[config.mk]
export PLATFORM = sky130hd
export DESIGN_NAME = srfd_frame_delim
export DESIGN_NICKNAME = d
export VERILOG_FILES = /design/src/srfd_sync.v /design/src/srfd_seq_match.v /design/src/srfd_frame_delim.v
export VERILOG_INCLUDE_DIRS = /design/src
export SDC_FILE = /design/constraint.sdc
export NUM_CORES = 1
export LEC_CHECK = 0
export BUFFER_PORTS_ARGS = -buffer_cell sky130_fd_sc_hd__buf_2
export CAP_MARGIN = 20
export CORE_MARGIN = 4
export CORE_UTILIZATION = 40
export CTS_CLUSTER_SIZE = 14
export DETAILED_ROUTE_END_ITERATION = 8
export GPL_TIMING_DRIVEN = 0
export PLACE_DENSITY_LB_ADDON = 0.3
export SLEW_MARGIN = 20
export SYNTH_ARGS = -nofsm -noshare
export SYNTH_HDL_FRONTEND = slang
export SYNTH_SLANG_ARGS = --single-unit
[constraint.sdc]
create_clock -name clock_in -period 21.8 [get_ports clock_in]
set_input_delay 0 -clock clock_in [delete_from_list [all_inputs] [get_ports clock_in]]
set_output_delay 0 -clock clock_in [all_outputs]
set_load 0.005 [all_outputs]
[src/srfd_defines.vh]
// constants for the serial receive frame delimiter
// included by the delimiter, the checker and the bench; definitions only
`ifndef SRFD_DEFINES_VH
`define SRFD_DEFINES_VH

// start modes
`define SRFD_SM_ANY     3'h0
`define SRFD_SM_BREAK   3'h1
`define SRFD_SM_IDLE    3'h2
`define SRFD_SM_CHAR    3'h3
`define SRFD_SM_SEQ     3'h4

// end criterion enable bit positions
`define SRFD_EB_MSGTMO  0
`define SRFD_EB_CDLY    1
`define SRFD_EB_FIXED   2
`define SRFD_EB_MAXCNT  3
`define SRFD_EB_LENFLD  4
`define SRFD_EB_ENDSEQ  5
`define SRFD_EB_W       6

// sticky error flag bit positions
`define SRFD_EF_DISCARD 0
`define SRFD_EF_RESP    1
`define SRFD_EF_OVF     2
`define SRFD_EF_LONG    3
`define SRFD_EF_W       4

// sequence slots and sequence sets
`define SRFD_SLOTS      5
`define SRFD_NSEQ       4

// largest frame, in characters
`define SRFD_MAX_FRAME  13'h1000
`define SRFD_LEN_W      13

// length field size codes
`define SRFD_LS_1       2'h0
`define SRFD_LS_2       2'h1
`define SRFD_LS_4       2'h2

// receiver states
`define SRFD_ST_HUNT    1'h0
`define SRFD_ST_RECV    1'h1

// reset values
`define SRFD_RST_LINE   1'h1
`define SRFD_RST_ERR    4'h0

`endif

[src/srfd_sync.v]
// two-stage synchroniser for levels arriving from outside the clock
// assumes an asynchronous active-high reset and a clock enable
`timescale 1ns/1ps
module srfd_sync
#(
  parameter       WIDTH   = 1,
  parameter [0:0] RST_VAL = 1'h0
)
(
  input  wire             clock_in,
  input  wire             sys_rst_in,
  input  wire             ce_in,
  input  wire [WIDTH-1:0] async_in,
  output reg  [WIDTH-1:0] sync_out
);

  reg [WIDTH-1:0] meta_q;

  always @(posedge clock_in or posedge sys_rst_in)
  begin
    if (sys_rst_in)
    begin
      meta_q   <= {WIDTH{RST_VAL}};
      sync_out <= {WIDTH{RST_VAL}};
    end
    else if (ce_in)
    begin
      meta_q   <= async_in;
      sync_out <= meta_q;
    end
  end

endmodule

[src/srfd_seq_match.v]
// right-aligned sequence comparator with don't-care slots
// slot 0 is compared with the newest character of the history
`timescale 1ns/1ps
module srfd_seq_match
#(
  parameter SLOTS = 5
)
(
  input  wire [8*SLOTS-1:0] hist_in,
  input  wire [SLOTS-1:0]   fill_in,
  input  wire [8*SLOTS-1:0] seq_in,
  input  wire [SLOTS-1:0]   care_in,
  input  wire [SLOTS-1:0]   used_in,
  output reg                hit_out
);

  integer i;

  // every used slot needs a character; cared slots must match it
  always @*
  begin
    hit_out = |used_in;
    for (i = 0; i < SLOTS; i = i + 1)
    begin
      if (used_in[i] && !fill_in[i])
        hit_out = 1'b0;
      if (used_in[i] && care_in[i] &&
          (hist_in[8*i +: 8] != seq_in[8*i +: 8]))
        hit_out = 1'b0;
    end
  end

endmodule

[src/srfd_frame_delim.v]
// receive frame delimiter: start detection, end detection, timeouts
// assumes a character receiver and bit-time tick on the same clock;
// the raw line level is a pin and is synchronised here
`timescale 1ns/1ps
`include "srfd_defines.vh"

// Overview of operation
// - default mode: first character opens frame
// - break mode: start only after line break
// - idle mode: start only after idle gap
// - start character opens frame when received
// - four start sequences with don't-care slots
// - end criteria evaluated only inside frame
// - message timeout timed from frame start
// - response timeout after transmit, flags error
// - character delay gap ends frame
// - fixed length ends; other end discards frame
// - after fixed length discard until start
// - maximum count ends; earlier end stays valid
// - after maximum count discard until start
// - length taken from field at offset
// - length field 1, 2 or 4 characters
// - trailing uncounted characters, 0 to 255
// - end sequence ends frame, data included
// - end sequence right-aligned in five slots
// - frame ring count, overwrite or reject
// - frames capped at 4 KB
module srfd_frame_delim
#(
  parameter TW    = 16,
  parameter NSEQ  = `SRFD_NSEQ,
  parameter SLOTS = `SRFD_SLOTS
)
(
  input  wire                    clock_in,
  input  wire                    sys_rst_in,
  input  wire                    ce_in,
  input  wire                    line_rx_in,
  input  wire                    char_valid_in,
  input  wire [7:0]              char_data_in,
  input  wire                    break_det_in,
  input  wire                    bit_tick_in,
  input  wire                    tx_done_in,
  input  wire [2:0]              start_mode_in,
  input  wire [7:0]              start_char_in,
  input  wire [TW-1:0]           idle_bits_in,
  input  wire [8*SLOTS*NSEQ-1:0] sseq_data_in,
  input  wire [SLOTS*NSEQ-1:0]   sseq_care_in,
  input  wire [SLOTS*NSEQ-1:0]   sseq_used_in,
  input  wire [`SRFD_EB_W-1:0]   end_en_in,
  input  wire [TW-1:0]           msg_tmo_in,
  input  wire [TW-1:0]           cdly_in,
  input  wire [12:0]             fix_len_in,
  input  wire [12:0]             max_len_in,
  input  wire [11:0]             len_off_in,
  input  wire [1:0]              len_size_in,
  input  wire [7:0]              len_trail_in,
  input  wire [8*SLOTS-1:0]      eseq_data_in,
  input  wire [SLOTS-1:0]        eseq_care_in,
  input  wire [SLOTS-1:0]        eseq_used_in,
  input  wire                    resp_en_in,
  input  wire [TW-1:0]           resp_tmo_in,
  input  wire [7:0]              frm_max_in,
  input  wire                    ovw_protect_in,
  input  wire                    frm_ack_in,
  input  wire [`SRFD_EF_W-1:0]   err_clr_in,
  output reg                     dat_valid_out,
  output reg  [7:0]              dat_out,
  output reg                     dat_first_out,
  output reg                     end_out,
  output reg                     end_ok_out,
  output reg                     drop_oldest_out,
  output reg  [7:0]              frm_cnt_out,
  output reg  [`SRFD_EF_W-1:0]   err_out,
  output reg                     busy_out
);

  localparam [TW-1:0] T_ONE = {{(TW-1){1'b0}}, 1'b1};
  localparam [12:0]   L_ONE = 13'h0001;

  wire              line_s;
  wire [NSEQ-1:0]   sseq_hit;
  wire              eseq_hit;

  reg               st_q;
  reg               armed_q;
  reg  [TW-1:0]     idle_cnt_q;
  reg  [TW-1:0]     cdly_cnt_q;
  reg  [TW-1:0]     msg_cnt_q;
  reg  [TW-1:0]     resp_cnt_q;
  reg               resp_run_q;
  reg  [12:0]       len_q;
  reg  [31:0]       fld_q;
  reg  [8*SLOTS-1:0] hist_q;
  reg  [SLOTS-1:0]  fill_q;

  reg  [8*SLOTS-1:0] hist_d;
  reg  [SLOTS-1:0]  fill_d;
  reg               start_hit;
  reg  [12:0]       len_d;
  reg  [12:0]       fld_end;
  reg               in_fld;
  reg  [31:0]       fld_d;
  reg  [33:0]       target;
  reg               fix_hit;
  reg               max_hit;
  reg               lfld_hit;
  reg               cdly_hit;
  reg               mtmo_hit;
  reg               long_hit;
  reg               any_end;
  reg               frm_good;

  srfd_sync
  #(
    .WIDTH   (1),
    .RST_VAL (`SRFD_RST_LINE)
  )
  u_line_sync
  (
    .clock_in   (clock_in),
    .sys_rst_in (sys_rst_in),
    .ce_in      (ce_in),
    .async_in   (line_rx_in),
    .sync_out   (line_s)
  );

  // history including the character of this cycle
  always @*
  begin
    hist_d = {hist_q[8*SLOTS-9:0], char_data_in};
    fill_d = {fill_q[SLOTS-2:0], 1'b1};
  end

  // each sequence is compared right-aligned with the history
  genvar g;
  generate
    for (g = 0; g < NSEQ; g = g + 1)
    begin : g_sseq
      srfd_seq_match
      #(
        .SLOTS (SLOTS)
      )
      u_sseq
      (
        .hist_in (hist_d),
        .fill_in (fill_d),
        .seq_in  (sseq_data_in[8*SLOTS*g +: 8*SLOTS]),
        .care_in (sseq_care_in[SLOTS*g +: SLOTS]),
        .used_in (sseq_used_in[SLOTS*g +: SLOTS]),
        .hit_out (sseq_hit[g])
      );
    end
  endgenerate

  // end sequence, newest character in slot 0
  srfd_seq_match
  #(
    .SLOTS (SLOTS)
  )
  u_eseq
  (
    .hist_in (hist_d),
    .fill_in (fill_d),
    .seq_in  (eseq_data_in),
    .care_in (eseq_care_in),
    .used_in (eseq_used_in),
    .hit_out (eseq_hit)
  );

  // start decision for a character arriving while hunting
  always @*
  begin
    case (start_mode_in)
      `SRFD_SM_ANY:   start_hit = 1'b1;
      // armed by break or idle gap
      `SRFD_SM_BREAK: start_hit = armed_q;
      `SRFD_SM_IDLE:  start_hit = armed_q;
      `SRFD_SM_CHAR:  start_hit = (char_data_in == start_char_in);
      `SRFD_SM_SEQ:   start_hit = |sseq_hit;
      default:        start_hit = 1'b0;
    endcase
    start_hit = start_hit & char_valid_in & (st_q == `SRFD_ST_HUNT);
  end

  // end criteria while receiving
  always @*
  begin
    len_d = len_q + L_ONE;
    // field end position for 1, 2 or 4 characters
    case (len_size_in)
      `SRFD_LS_2: fld_end = {1'b0, len_off_in} + 13'h0002;
      `SRFD_LS_4: fld_end = {1'b0, len_off_in} + 13'h0004;
      default:    fld_end = {1'b0, len_off_in} + 13'h0001;
    endcase
    // the character at len_q is inside the length field
    // a starting character sits at position 0
    in_fld = (st_q == `SRFD_ST_RECV) ?
             ((len_q >= {1'b0, len_off_in}) && (len_q < fld_end)) :
             (len_off_in == 12'h000);
    fld_d = in_fld ? {fld_q[23:0], char_data_in} : fld_q;
    target = {21'h00_0000, fld_end} + {2'h0, fld_d} +
             {26'h000_0000, len_trail_in};
    fix_hit  = 1'b0;
    max_hit  = 1'b0;
    lfld_hit = 1'b0;
    cdly_hit = 1'b0;
    mtmo_hit = 1'b0;
    long_hit = 1'b0;
    if (st_q == `SRFD_ST_RECV)
    begin
      if (char_valid_in)
      begin
        fix_hit  = end_en_in[`SRFD_EB_FIXED] && (len_d == fix_len_in);
        max_hit  = end_en_in[`SRFD_EB_MAXCNT] && (len_d == max_len_in);
        lfld_hit = end_en_in[`SRFD_EB_LENFLD] && (len_d >= fld_end) &&
                   ({21'h00_0000, len_d} == target);
        long_hit = (len_d == `SRFD_MAX_FRAME);
      end
      // gap exceeds limit in bit times
      cdly_hit = end_en_in[`SRFD_EB_CDLY] && !char_valid_in &&
                 bit_tick_in && (cdly_cnt_q >= cdly_in);
      mtmo_hit = end_en_in[`SRFD_EB_MSGTMO] && bit_tick_in &&
                 (msg_cnt_q + T_ONE >= msg_tmo_in);
    end
    any_end = fix_hit | max_hit | lfld_hit | cdly_hit | mtmo_hit |
              (end_en_in[`SRFD_EB_ENDSEQ] && eseq_hit && char_valid_in &&
               (st_q == `SRFD_ST_RECV));
    // with fixed length every other end is a failed frame
    frm_good = any_end &&
               (!end_en_in[`SRFD_EB_FIXED] || fix_hit);
  end

  always @(posedge clock_in or posedge sys_rst_in)
  begin
    if (sys_rst_in)
    begin
      st_q            <= `SRFD_ST_HUNT;
      armed_q         <= 1'b0;
      idle_cnt_q      <= {TW{1'b0}};
      cdly_cnt_q      <= {TW{1'b0}};
      msg_cnt_q       <= {TW{1'b0}};
      resp_cnt_q      <= {TW{1'b0}};
      resp_run_q      <= 1'b0;
      len_q           <= 13'h0000;
      fld_q           <= 32'h0000_0000;
      hist_q          <= {(8*SLOTS){1'b0}};
      fill_q          <= {SLOTS{1'b0}};
      dat_valid_out   <= 1'b0;
      dat_out         <= 8'h00;
      dat_first_out   <= 1'b0;
      end_out         <= 1'b0;
      end_ok_out      <= 1'b0;
      drop_oldest_out <= 1'b0;
      frm_cnt_out     <= 8'h00;
      err_out         <= `SRFD_RST_ERR;
      busy_out        <= 1'b0;
    end
    else if (ce_in)
    begin
      dat_valid_out   <= 1'b0;
      dat_first_out   <= 1'b0;
      end_out         <= 1'b0;
      end_ok_out      <= 1'b0;
      drop_oldest_out <= 1'b0;

      // idle gap measured on the synchronised line level
      if (!line_s || char_valid_in)
        idle_cnt_q <= {TW{1'b0}};
      else if (bit_tick_in && (idle_cnt_q != {TW{1'b1}}))
        idle_cnt_q <= idle_cnt_q + T_ONE;

      if (st_q == `SRFD_ST_HUNT)
      begin
        if (start_hit)
          armed_q <= 1'b0;
        else if ((start_mode_in == `SRFD_SM_BREAK) && break_det_in)
          armed_q <= 1'b1;
        else if ((start_mode_in == `SRFD_SM_IDLE) &&
                 (idle_cnt_q >= idle_bits_in))
          armed_q <= 1'b1;
      end

      if (tx_done_in && resp_en_in)
      begin
        resp_run_q <= 1'b1;
        resp_cnt_q <= {TW{1'b0}};
      end
      else if (start_hit)
        resp_run_q <= 1'b0;
      else if (resp_run_q && bit_tick_in)
      begin
        if (resp_cnt_q + T_ONE >= resp_tmo_in)
          resp_run_q <= 1'b0;
        resp_cnt_q <= resp_cnt_q + T_ONE;
      end

      case (st_q)
        `SRFD_ST_HUNT:
        begin
          // characters before a start are dropped
          if (start_hit)
          begin
            st_q          <= `SRFD_ST_RECV;
            busy_out      <= 1'b1;
            dat_valid_out <= 1'b1;
            dat_first_out <= 1'b1;
            dat_out       <= char_data_in;
            len_q         <= L_ONE;
            fld_q         <= fld_d;
            cdly_cnt_q    <= {TW{1'b0}};
            msg_cnt_q     <= {TW{1'b0}};
            hist_q        <= {{(8*SLOTS-8){1'b0}}, char_data_in};
            fill_q        <= {{(SLOTS-1){1'b0}}, 1'b1};
          end
          else if (char_valid_in)
          begin
            hist_q <= hist_d;
            fill_q <= fill_d;
          end
        end
        `SRFD_ST_RECV:
        begin
          // message and character delay timers run only inside a frame
          if (bit_tick_in)
            msg_cnt_q <= msg_cnt_q + T_ONE;
          if (char_valid_in)
            cdly_cnt_q <= {TW{1'b0}};
          else if (bit_tick_in)
            cdly_cnt_q <= cdly_cnt_q + T_ONE;
          if (char_valid_in)
          begin
            dat_valid_out <= 1'b1;
            dat_out       <= char_data_in;
            len_q         <= len_d;
            fld_q         <= fld_d;
            hist_q        <= hist_d;
            fill_q        <= fill_d;
          end
          if (any_end || long_hit)
          begin
            st_q     <= `SRFD_ST_HUNT;
            busy_out <= 1'b0;
            end_out  <= 1'b1;
            fld_q    <= 32'h0000_0000;
            hist_q   <= {(8*SLOTS){1'b0}};
            fill_q   <= {SLOTS{1'b0}};
          end
        end
        default:
        begin
          st_q     <= `SRFD_ST_HUNT;
          busy_out <= 1'b0;
        end
      endcase

      if ((st_q == `SRFD_ST_RECV) && frm_good)
      begin
        if (frm_cnt_out >= frm_max_in)
        begin
          if (ovw_protect_in)
            frm_cnt_out <= frm_cnt_out - {7'h00, frm_ack_in};
          else
          begin
            end_ok_out      <= 1'b1;
            drop_oldest_out <= !frm_ack_in;
          end
        end
        else
        begin
          end_ok_out  <= 1'b1;
          frm_cnt_out <= frm_cnt_out + {7'h00, !frm_ack_in};
        end
      end
      else if (frm_ack_in && (frm_cnt_out != 8'h00))
        frm_cnt_out <= frm_cnt_out - 8'h01;

      // sticky flags; a new event wins over its clear
      err_out <= (err_out & ~err_clr_in) |
        ({{(`SRFD_EF_W-1){1'b0}}, (st_q == `SRFD_ST_RECV) &&
          any_end && !frm_good} << `SRFD_EF_DISCARD) |
        ({{(`SRFD_EF_W-1){1'b0}}, resp_run_q && !tx_done_in &&
          !start_hit && bit_tick_in &&
          (resp_cnt_q + T_ONE >= resp_tmo_in)} << `SRFD_EF_RESP) |
        ({{(`SRFD_EF_W-1){1'b0}}, (st_q == `SRFD_ST_RECV) && frm_good &&
          ovw_protect_in && (frm_cnt_out >= frm_max_in)} <<
          `SRFD_EF_OVF) |
        ({{(`SRFD_EF_W-1){1'b0}}, long_hit && !any_end} <<
          `SRFD_EF_LONG);
    end
  end

endmodule

==> flow_metrics.env, run 1 <==
export IMPL_yosysUniqueCellTypes=81
export IMPL_period_needed_ns=12.31
export IMPL_seqCellArea_um2=4410
export IMPL_grt_max_degree=75
export IMPL_critPathSlowestCell="o31ai_1"
export IMPL_critPathKind="in -> reg"
export IMPL_grt_overflow=0
export IMPL_die_area_um2=45600
export IMPL_fin_worst_skew_ns=0.0138
export IMPL_cts_root_buf="clkbuf_16"
export IMPL_r2r_cells=39
export IMPL_synthCells=1980
export IMPL_ir_drop_mv=0.0570
export IMPL_worst_pin_slew_ns=1.13
export IMPL_max_cap_viol_count=0
export IMPL_fill_cells=4120
export IMPL_fp_dieH_um=214
export IMPL_status="finished clean"
export IMPL_via_per_inst=5.57
export IMPL_end_kind="register"
export IMPL_hp_class="in -> async"
export IMPL_grt_usage_pct=26.8
export IMPL_vias=16680
export IMPL_finalCritPeriodShare_pct=56.5
export IMPL_postSynth_asyncResetShare_pct=100
export IMPL_setup_viol=0
export IMPL_relSlewSlack_pct=24.8
export IMPL_clk_latency_ns=0.43
export IMPL_fin_nets=3007
export IMPL_cts_made_buffers=17
export IMPL_ys_seq_area_share_pct=26.1
export IMPL_grt_pass1_vias=16381
export IMPL_fp_row_count=75
export IMPL_die_w_um=214
export IMPL_synth_nets=2549
export IMPL_slew_viol_final=0
export IMPL_cts_sinks=176
export IMPL_arrival_ns=12.67
export IMPL_path_clk_slew_ns=0.07
export IMPL_syn2layout_area_growth_pct=21.5
export IMPL_hold_violations=0
export IMPL_max_freq_mhz=81.2
export IMPL_dr_pass1_iters=5
export IMPL_leakagePower_uw=0.00982
export IMPL_port_buffers=424
export IMPL_ys_warn_count=0
export IMPL_coreArea_um2=41900
export IMPL_fin_tns_setup_ns=0
export IMPL_cts_resized=0
export IMPL_ys_seq_elements=176
export IMPL_fin_area_um2=20500
export IMPL_cp_required_ns=22.16
export IMPL_drcViolationCount=0
export IMPL_ctsHoldBuffers=12
export IMPL_post_cts_buffers=0
export IMPL_synth_flop_cell="dfrtp_1"
export IMPL_rsz0062_at_grt="false"
export IMPL_crit_path_start_kind="input port"
export IMPL_avgSynthCellArea_um2=8.54
export IMPL_antenna_found_initial=6
export IMPL_cts_tree="built"
export IMPL_cp_max_fo=10
export IMPL_p_per_area_nw_per_um2=75.4
export IMPL_synth_edff_count=0
export IMPL_multi_input_area_um2=11500
export IMPL_htree_num_levels=4
export IMPL_cp_slowest_stage_delay_ns=0.73
export IMPL_pin_count=436
export IMPL_gp_congestion=0.993
export IMPL_drive_above_1_share_pct=21.5
export IMPL_cts_buffer_depth=2
export IMPL_ant_nets=0
export IMPL_drt_total_wl_um=63300
export IMPL_grt_pass1_wl_um=94100
export IMPL_place_hpwl_um=52900
export IMPL_wl_per_cell_um=21.1
export IMPL_drtIter0Drc=1094
export IMPL_start_util_pct=40.4
export IMPL_syn_area_um2=16900
export IMPL_placement_cell_area_um2=19800
==> kinds of logic after synthesis <==
kind of cell	count (synthesis)	share of synthesized area, %
adders and majority gates	159	12.2
buffers and inverters	261	6.04
AOI/OAI and AO/OA	406	16.6
muxes	46	2.95
and+or+nand+nor	579	17.0
xor gates and xnor gates	353	19.1
DFF	176	26.1
==> synth_stat cells (49+ instances only) <==
| master | instances | area, um^2 |
|---|---|---|
| nand2_1 | 185 | 694 |
| nor2_1 | 97 | 364 |
| a21oi_1 | 60 | 300 |
| inv_1 | 159 | 597 |
| xnor2_1 | 264 | 2310 |
| dfrtp_1 | 174 | 4350 |
| a21o_1 | 49 | 368 |
| nand3_1 | 53 | 265 |
| clkbuf_1 | 86 | 323 |
| nand4_1 | 85 | 532 |
| o21ai_0 | 102 | 510 |
| ha_1 | 149 | 1860 |
| xor2_1 | 78 | 683 |
==> metal layers <==
metal	share of wire, %	track usage (%)	wire [um]
met1	44	36.5	27800
met2	46	44.2	29100
met4	3.1	8.47	1990
met5	0	0	0
met3	7.0	4.02	4410
==> final cells by class <==
type                            instances  share of cell area, %
Multi-Input combinational cell       1543                   56.0
Sequential cell                       176                   21.5
Timing Repair Buffer                  439                   11.2
Tap cell                              539                   3.28
Inverter                              159                   2.94
Clock buffer                           20                   2.22
Buffer                                102                   2.09
Clock inverter                         11                  0.761
Antenna cell                            5                 0.0609
==> critical path: cells and delay by family <==
kind	cells	cell delay, ns
compound gates	14	4.26
mux	1	0.46
fa+ha+maj	5	1.76
buf+inv	7	2.27
xor+xnor	2	0.32
simple gates	14	3.56
==> layout by cell type, fill, tap and decap left out, types with 6 or more instances in the layout <==
master,netlist,layout
a22oi_1,6,6
nand2b_1,26,26
nand3_1,53,53
buf_2,8,433
ha_1,149,149
nor3_1,36,36
and3_1,22,22
xnor2_1,264,264
a22o_1,35,35
a21oi_1,60,60
dlygate4sd3_1,0,12
a21o_1,49,49
mux2_1,6,6
xor2_1,78,78
o22ai_1,13,13
nand2_1,185,185
o2bb2ai_1,16,16
or3_1,10,10
clkbuf_1,86,83
inv_1,159,158
o21ai_0,102,102
a211oi_1,12,12
o31ai_1,11,11
clkbuf_16,0,17
nor2b_1,13,13
dfrtp_1,174,174
mux2_2,25,25
nor2_1,97,97
mux2i_1,15,15
o211ai_1,33,33
fa_1,10,10
xnor3_1,9,9
o41ai_1,7,6
nand4_1,85,85
and2_1,6,6
nor4_1,20,19
==> power breakdown <==
part	internal, uW	switching (uW)
logic	340	427
clock network	187	133
registers	390	70.9
total	917	631
==> registers in the layout, summed over array words and instances, names as in the netlist, 4 cells and up, named ones only <==
register     count
resp_cnt_q      16
fill_q           4
dat_out          8
fld_q           32
msg_cnt_q       16
idle_cnt_q      16
err_out          4
frm_cnt_out      8
cdly_cnt_q      16
len_q           13
hist_q          24
==> metrics by stage <==
stage                     setup slack [ns]  utilization, %  instances  power [uW]  hold slack, ns
after floorplan                      11.95               -       1980         981          0.0984
after global placement                9.50            47.1       2943        1200           0.212
after CTS                             9.73            49.0       2989        1550          0.0549
after detailed placement              9.30            47.3       2946        1230         -0.0160
after global routing                  8.83            49.1       2994        1660          0.0884
final                                 9.49            49.1       2994        1550          0.0789
==> final timing paths <==
kind | from | to | slack (ns)
worst max-delay path | len_off_in[7] | frm_cnt_out[7] | 9.49
worst min-delay path | sys_rst_in | dat_out[5] | 0.08
worst max register to register | len_q[0] | frm_cnt_out[7] | 10.50
worst min register to register | dat_valid_out | dat_valid_out | 0.48
max in group asynchronous | sys_rst_in | u_line_sync.sync_out | 20.69
min in group clock_in | char_valid_in | fill_q[0] | 0.08
No activity file was read; power rests on OpenSTA's default activity.
==> run 2, diff against run 1 <==
Clock period 21.8 ns to 11.01 ns, I/O delays scaled along.
==> flow_metrics.env, run 2 (same netlist as run 1, synthesis figures left out) <==
export IMPL_drtIter0Drc=1079
export IMPL_arrival_ns=10.74
export IMPL_largest_reg_flops=32
export IMPL_fp_dieH_um=214
export IMPL_cts_root_buf="clkbuf_16"
export IMPL_total_power_uw=3070
export IMPL_dpl_worst_slack_ns=-1.49
export IMPL_path_clk_slew_ns=0.07
export IMPL_clk_latency_ns=0.44
export IMPL_top_usage_layer="met2"
export IMPL_use_met1_pct=36.5
export IMPL_antenna_found_initial=6
export IMPL_cts_tree="built"
export IMPL_utilization_pct=49.2
export IMPL_fp_row_count=75
export IMPL_htree_num_levels=4
export IMPL_max_freq_mhz=96.4
export IMPL_dr_pass1_iters=5
export IMPL_status="finished clean"
export IMPL_worst_pin_slew_ns=1.22
export IMPL_grt_pass1_vias=16386
export IMPL_slew_viol_final=0
export IMPL_cts_buffer_depth=2
export IMPL_syn2layout_area_growth_pct=21.9
export IMPL_met2_usage_pct=44.2
export IMPL_critPathKind="in -> reg"
export IMPL_pin_count=436
export IMPL_wl_per_cell_um=21.1
export IMPL_crit_path_start_kind="input port"
export IMPL_setup_viol=0
export IMPL_period_needed_ns=10.38
export IMPL_grt_pass1_wl_um=94000
export IMPL_cts_sinks=176
export IMPL_critPathSlowestCell="or4_1"
export IMPL_cp_slowest_stage_delay_ns=0.54
export IMPL_final_common_cell="buf_2"
export IMPL_reg2reg_slack_ns=1.25
export IMPL_via_per_inst=5.55
export IMPL_multi_input_area_um2=11500
export IMPL_largest_register="fld_q"
export IMPL_die_w_um=214
export IMPL_place_hpwl_um=52900
export IMPL_drive_above_1_share_pct=22.0
export IMPL_seqCellArea_um2=4410
export IMPL_r2r_end="frm_cnt_out[7]"
export IMPL_ir_drop_mv=0.114
export IMPL_placement_cell_area_um2=19800
export IMPL_vias=16633
export IMPL_grt_max_degree=75
export IMPL_hp_class="in -> async"
export IMPL_hold_violations=0
export IMPL_start_util_pct=40.4
export IMPL_layout_top_registers="fld_q x32, hist_q x24"
export IMPL_cts_made_buffers=17
export IMPL_fin_worst_skew_ns=0.0141
export IMPL_die_area_um2=45600
export IMPL_fill_cells=4113
export IMPL_gp_congestion=0.993
export IMPL_max_cap_viol_count=0
export IMPL_fin_area_um2=20600
export IMPL_finalCritPeriodShare_pct=94.2
export IMPL_reg2reg_from="len_q[0]"
export IMPL_port_buffers=424
export IMPL_leakagePower_uw=0.00985
export IMPL_p_per_area_nw_per_um2=149
export IMPL_final_cell_mix="buf_2, xnor2_1, nand2_1"
export IMPL_relSlewSlack_pct=17.3
export IMPL_ant_nets=0
export IMPL_drt_total_wl_um=63300
export IMPL_use_met3_pct=4.02
export IMPL_drcViolationCount=0
export IMPL_cp_max_fo=10
export IMPL_cp_required_ns=11.37
export IMPL_grt_overflow=0
export IMPL_end_kind="register"
export IMPL_fin_nets=3008
export IMPL_coreArea_um2=41900
export IMPL_setup_slack_ns=0.634
export IMPL_grt_usage_pct=26.8
export IMPL_r2r_cells=39
export IMPL_whs_ns=0.0812
-- run 2: worst max-delay path: cells and delay by family --
kind	cells	cell delay, ns
muxes	2	0.72
and+or+nand+nor	14	3.20
AOI/OAI and AO/OA	15	3.27
buffers and inverters	7	1.53
adders and majority gates	5	1.67
xor gates and xnor gates	2	0.31
-- run 2: power breakdown --
group          leakage, uW  switching, uW  internal, uW  total [uW]
Sequential         0.00228            141           772         913
Combinational      0.00728            850           676        1530
Clock             0.000289            264           371         634
Total              0.00985           1250          1820        3070
-- run 2: per-layer routing --
layer | vias up | share of wire [%]
met5 | - | 0
met1 | 8008 | 44
met2 | 649 | 46
li1 | 7885 | -
met3 | 91 | 7.0
met4 | 0 | 3.0
-- run 2: layout make-up --
type / instances / area share [%]
clock inverter: 11 / 0.759
timing repair buffer: 440 / 11.2
inverter: 159 / 2.93
clock buffer: 20 / 2.22
multi-input combinational: 1543 / 56.0
antenna: 6 / 0.0728
tap: 539 / 3.27
sequential: 176 / 21.4
buffer: 102 / 2.14
-- run 2: what timing repair did --
item                                   4_1_cts  5_1_grt
hold buffers                                12        0
buffers inserted                             0        1
pin swaps                                    0        1
setup endpoints to repair                    6        3
resized for setup                            6       15
endpoints found under the hold margin      114        0
-- run 2: through the flow --
| step | setup TNS [ns] | instances |
|---|---|---|
| 2_1_floorplan | 0 | 1980 |
| 3_3_place_gp | -4.88 | 2943 |
| 3_5_place_dp | -7.84 | 2946 |
| 4_1_cts | 0 | 2989 |
| 5_1_grt | -0.00575 | 2995 |
| 6_report | 0 | 2996 |
-- run 2: worst max path at each step --
| stage | startpoint | to | slack [ns] | cells past startpoint |
|---|---|---|---|---|
| after floorplan | len_off_in[7] | frm_cnt_out[7] | 1.16 | 44 |
| after global placement | len_off_in[2] | frm_cnt_out[7] | -1.29 | 44 |
| after detailed placement | len_off_in[7] | frm_cnt_out[7] | -1.49 | 43 |
| after CTS | len_off_in[7] | frm_cnt_out[7] | 0.04 | 45 |
| after global routing | len_off_in[2] | frm_cnt_out[7] | -0.006 | 46 |
| final | len_off_in[7] | frm_cnt_out[7] | 0.63 | 45 |
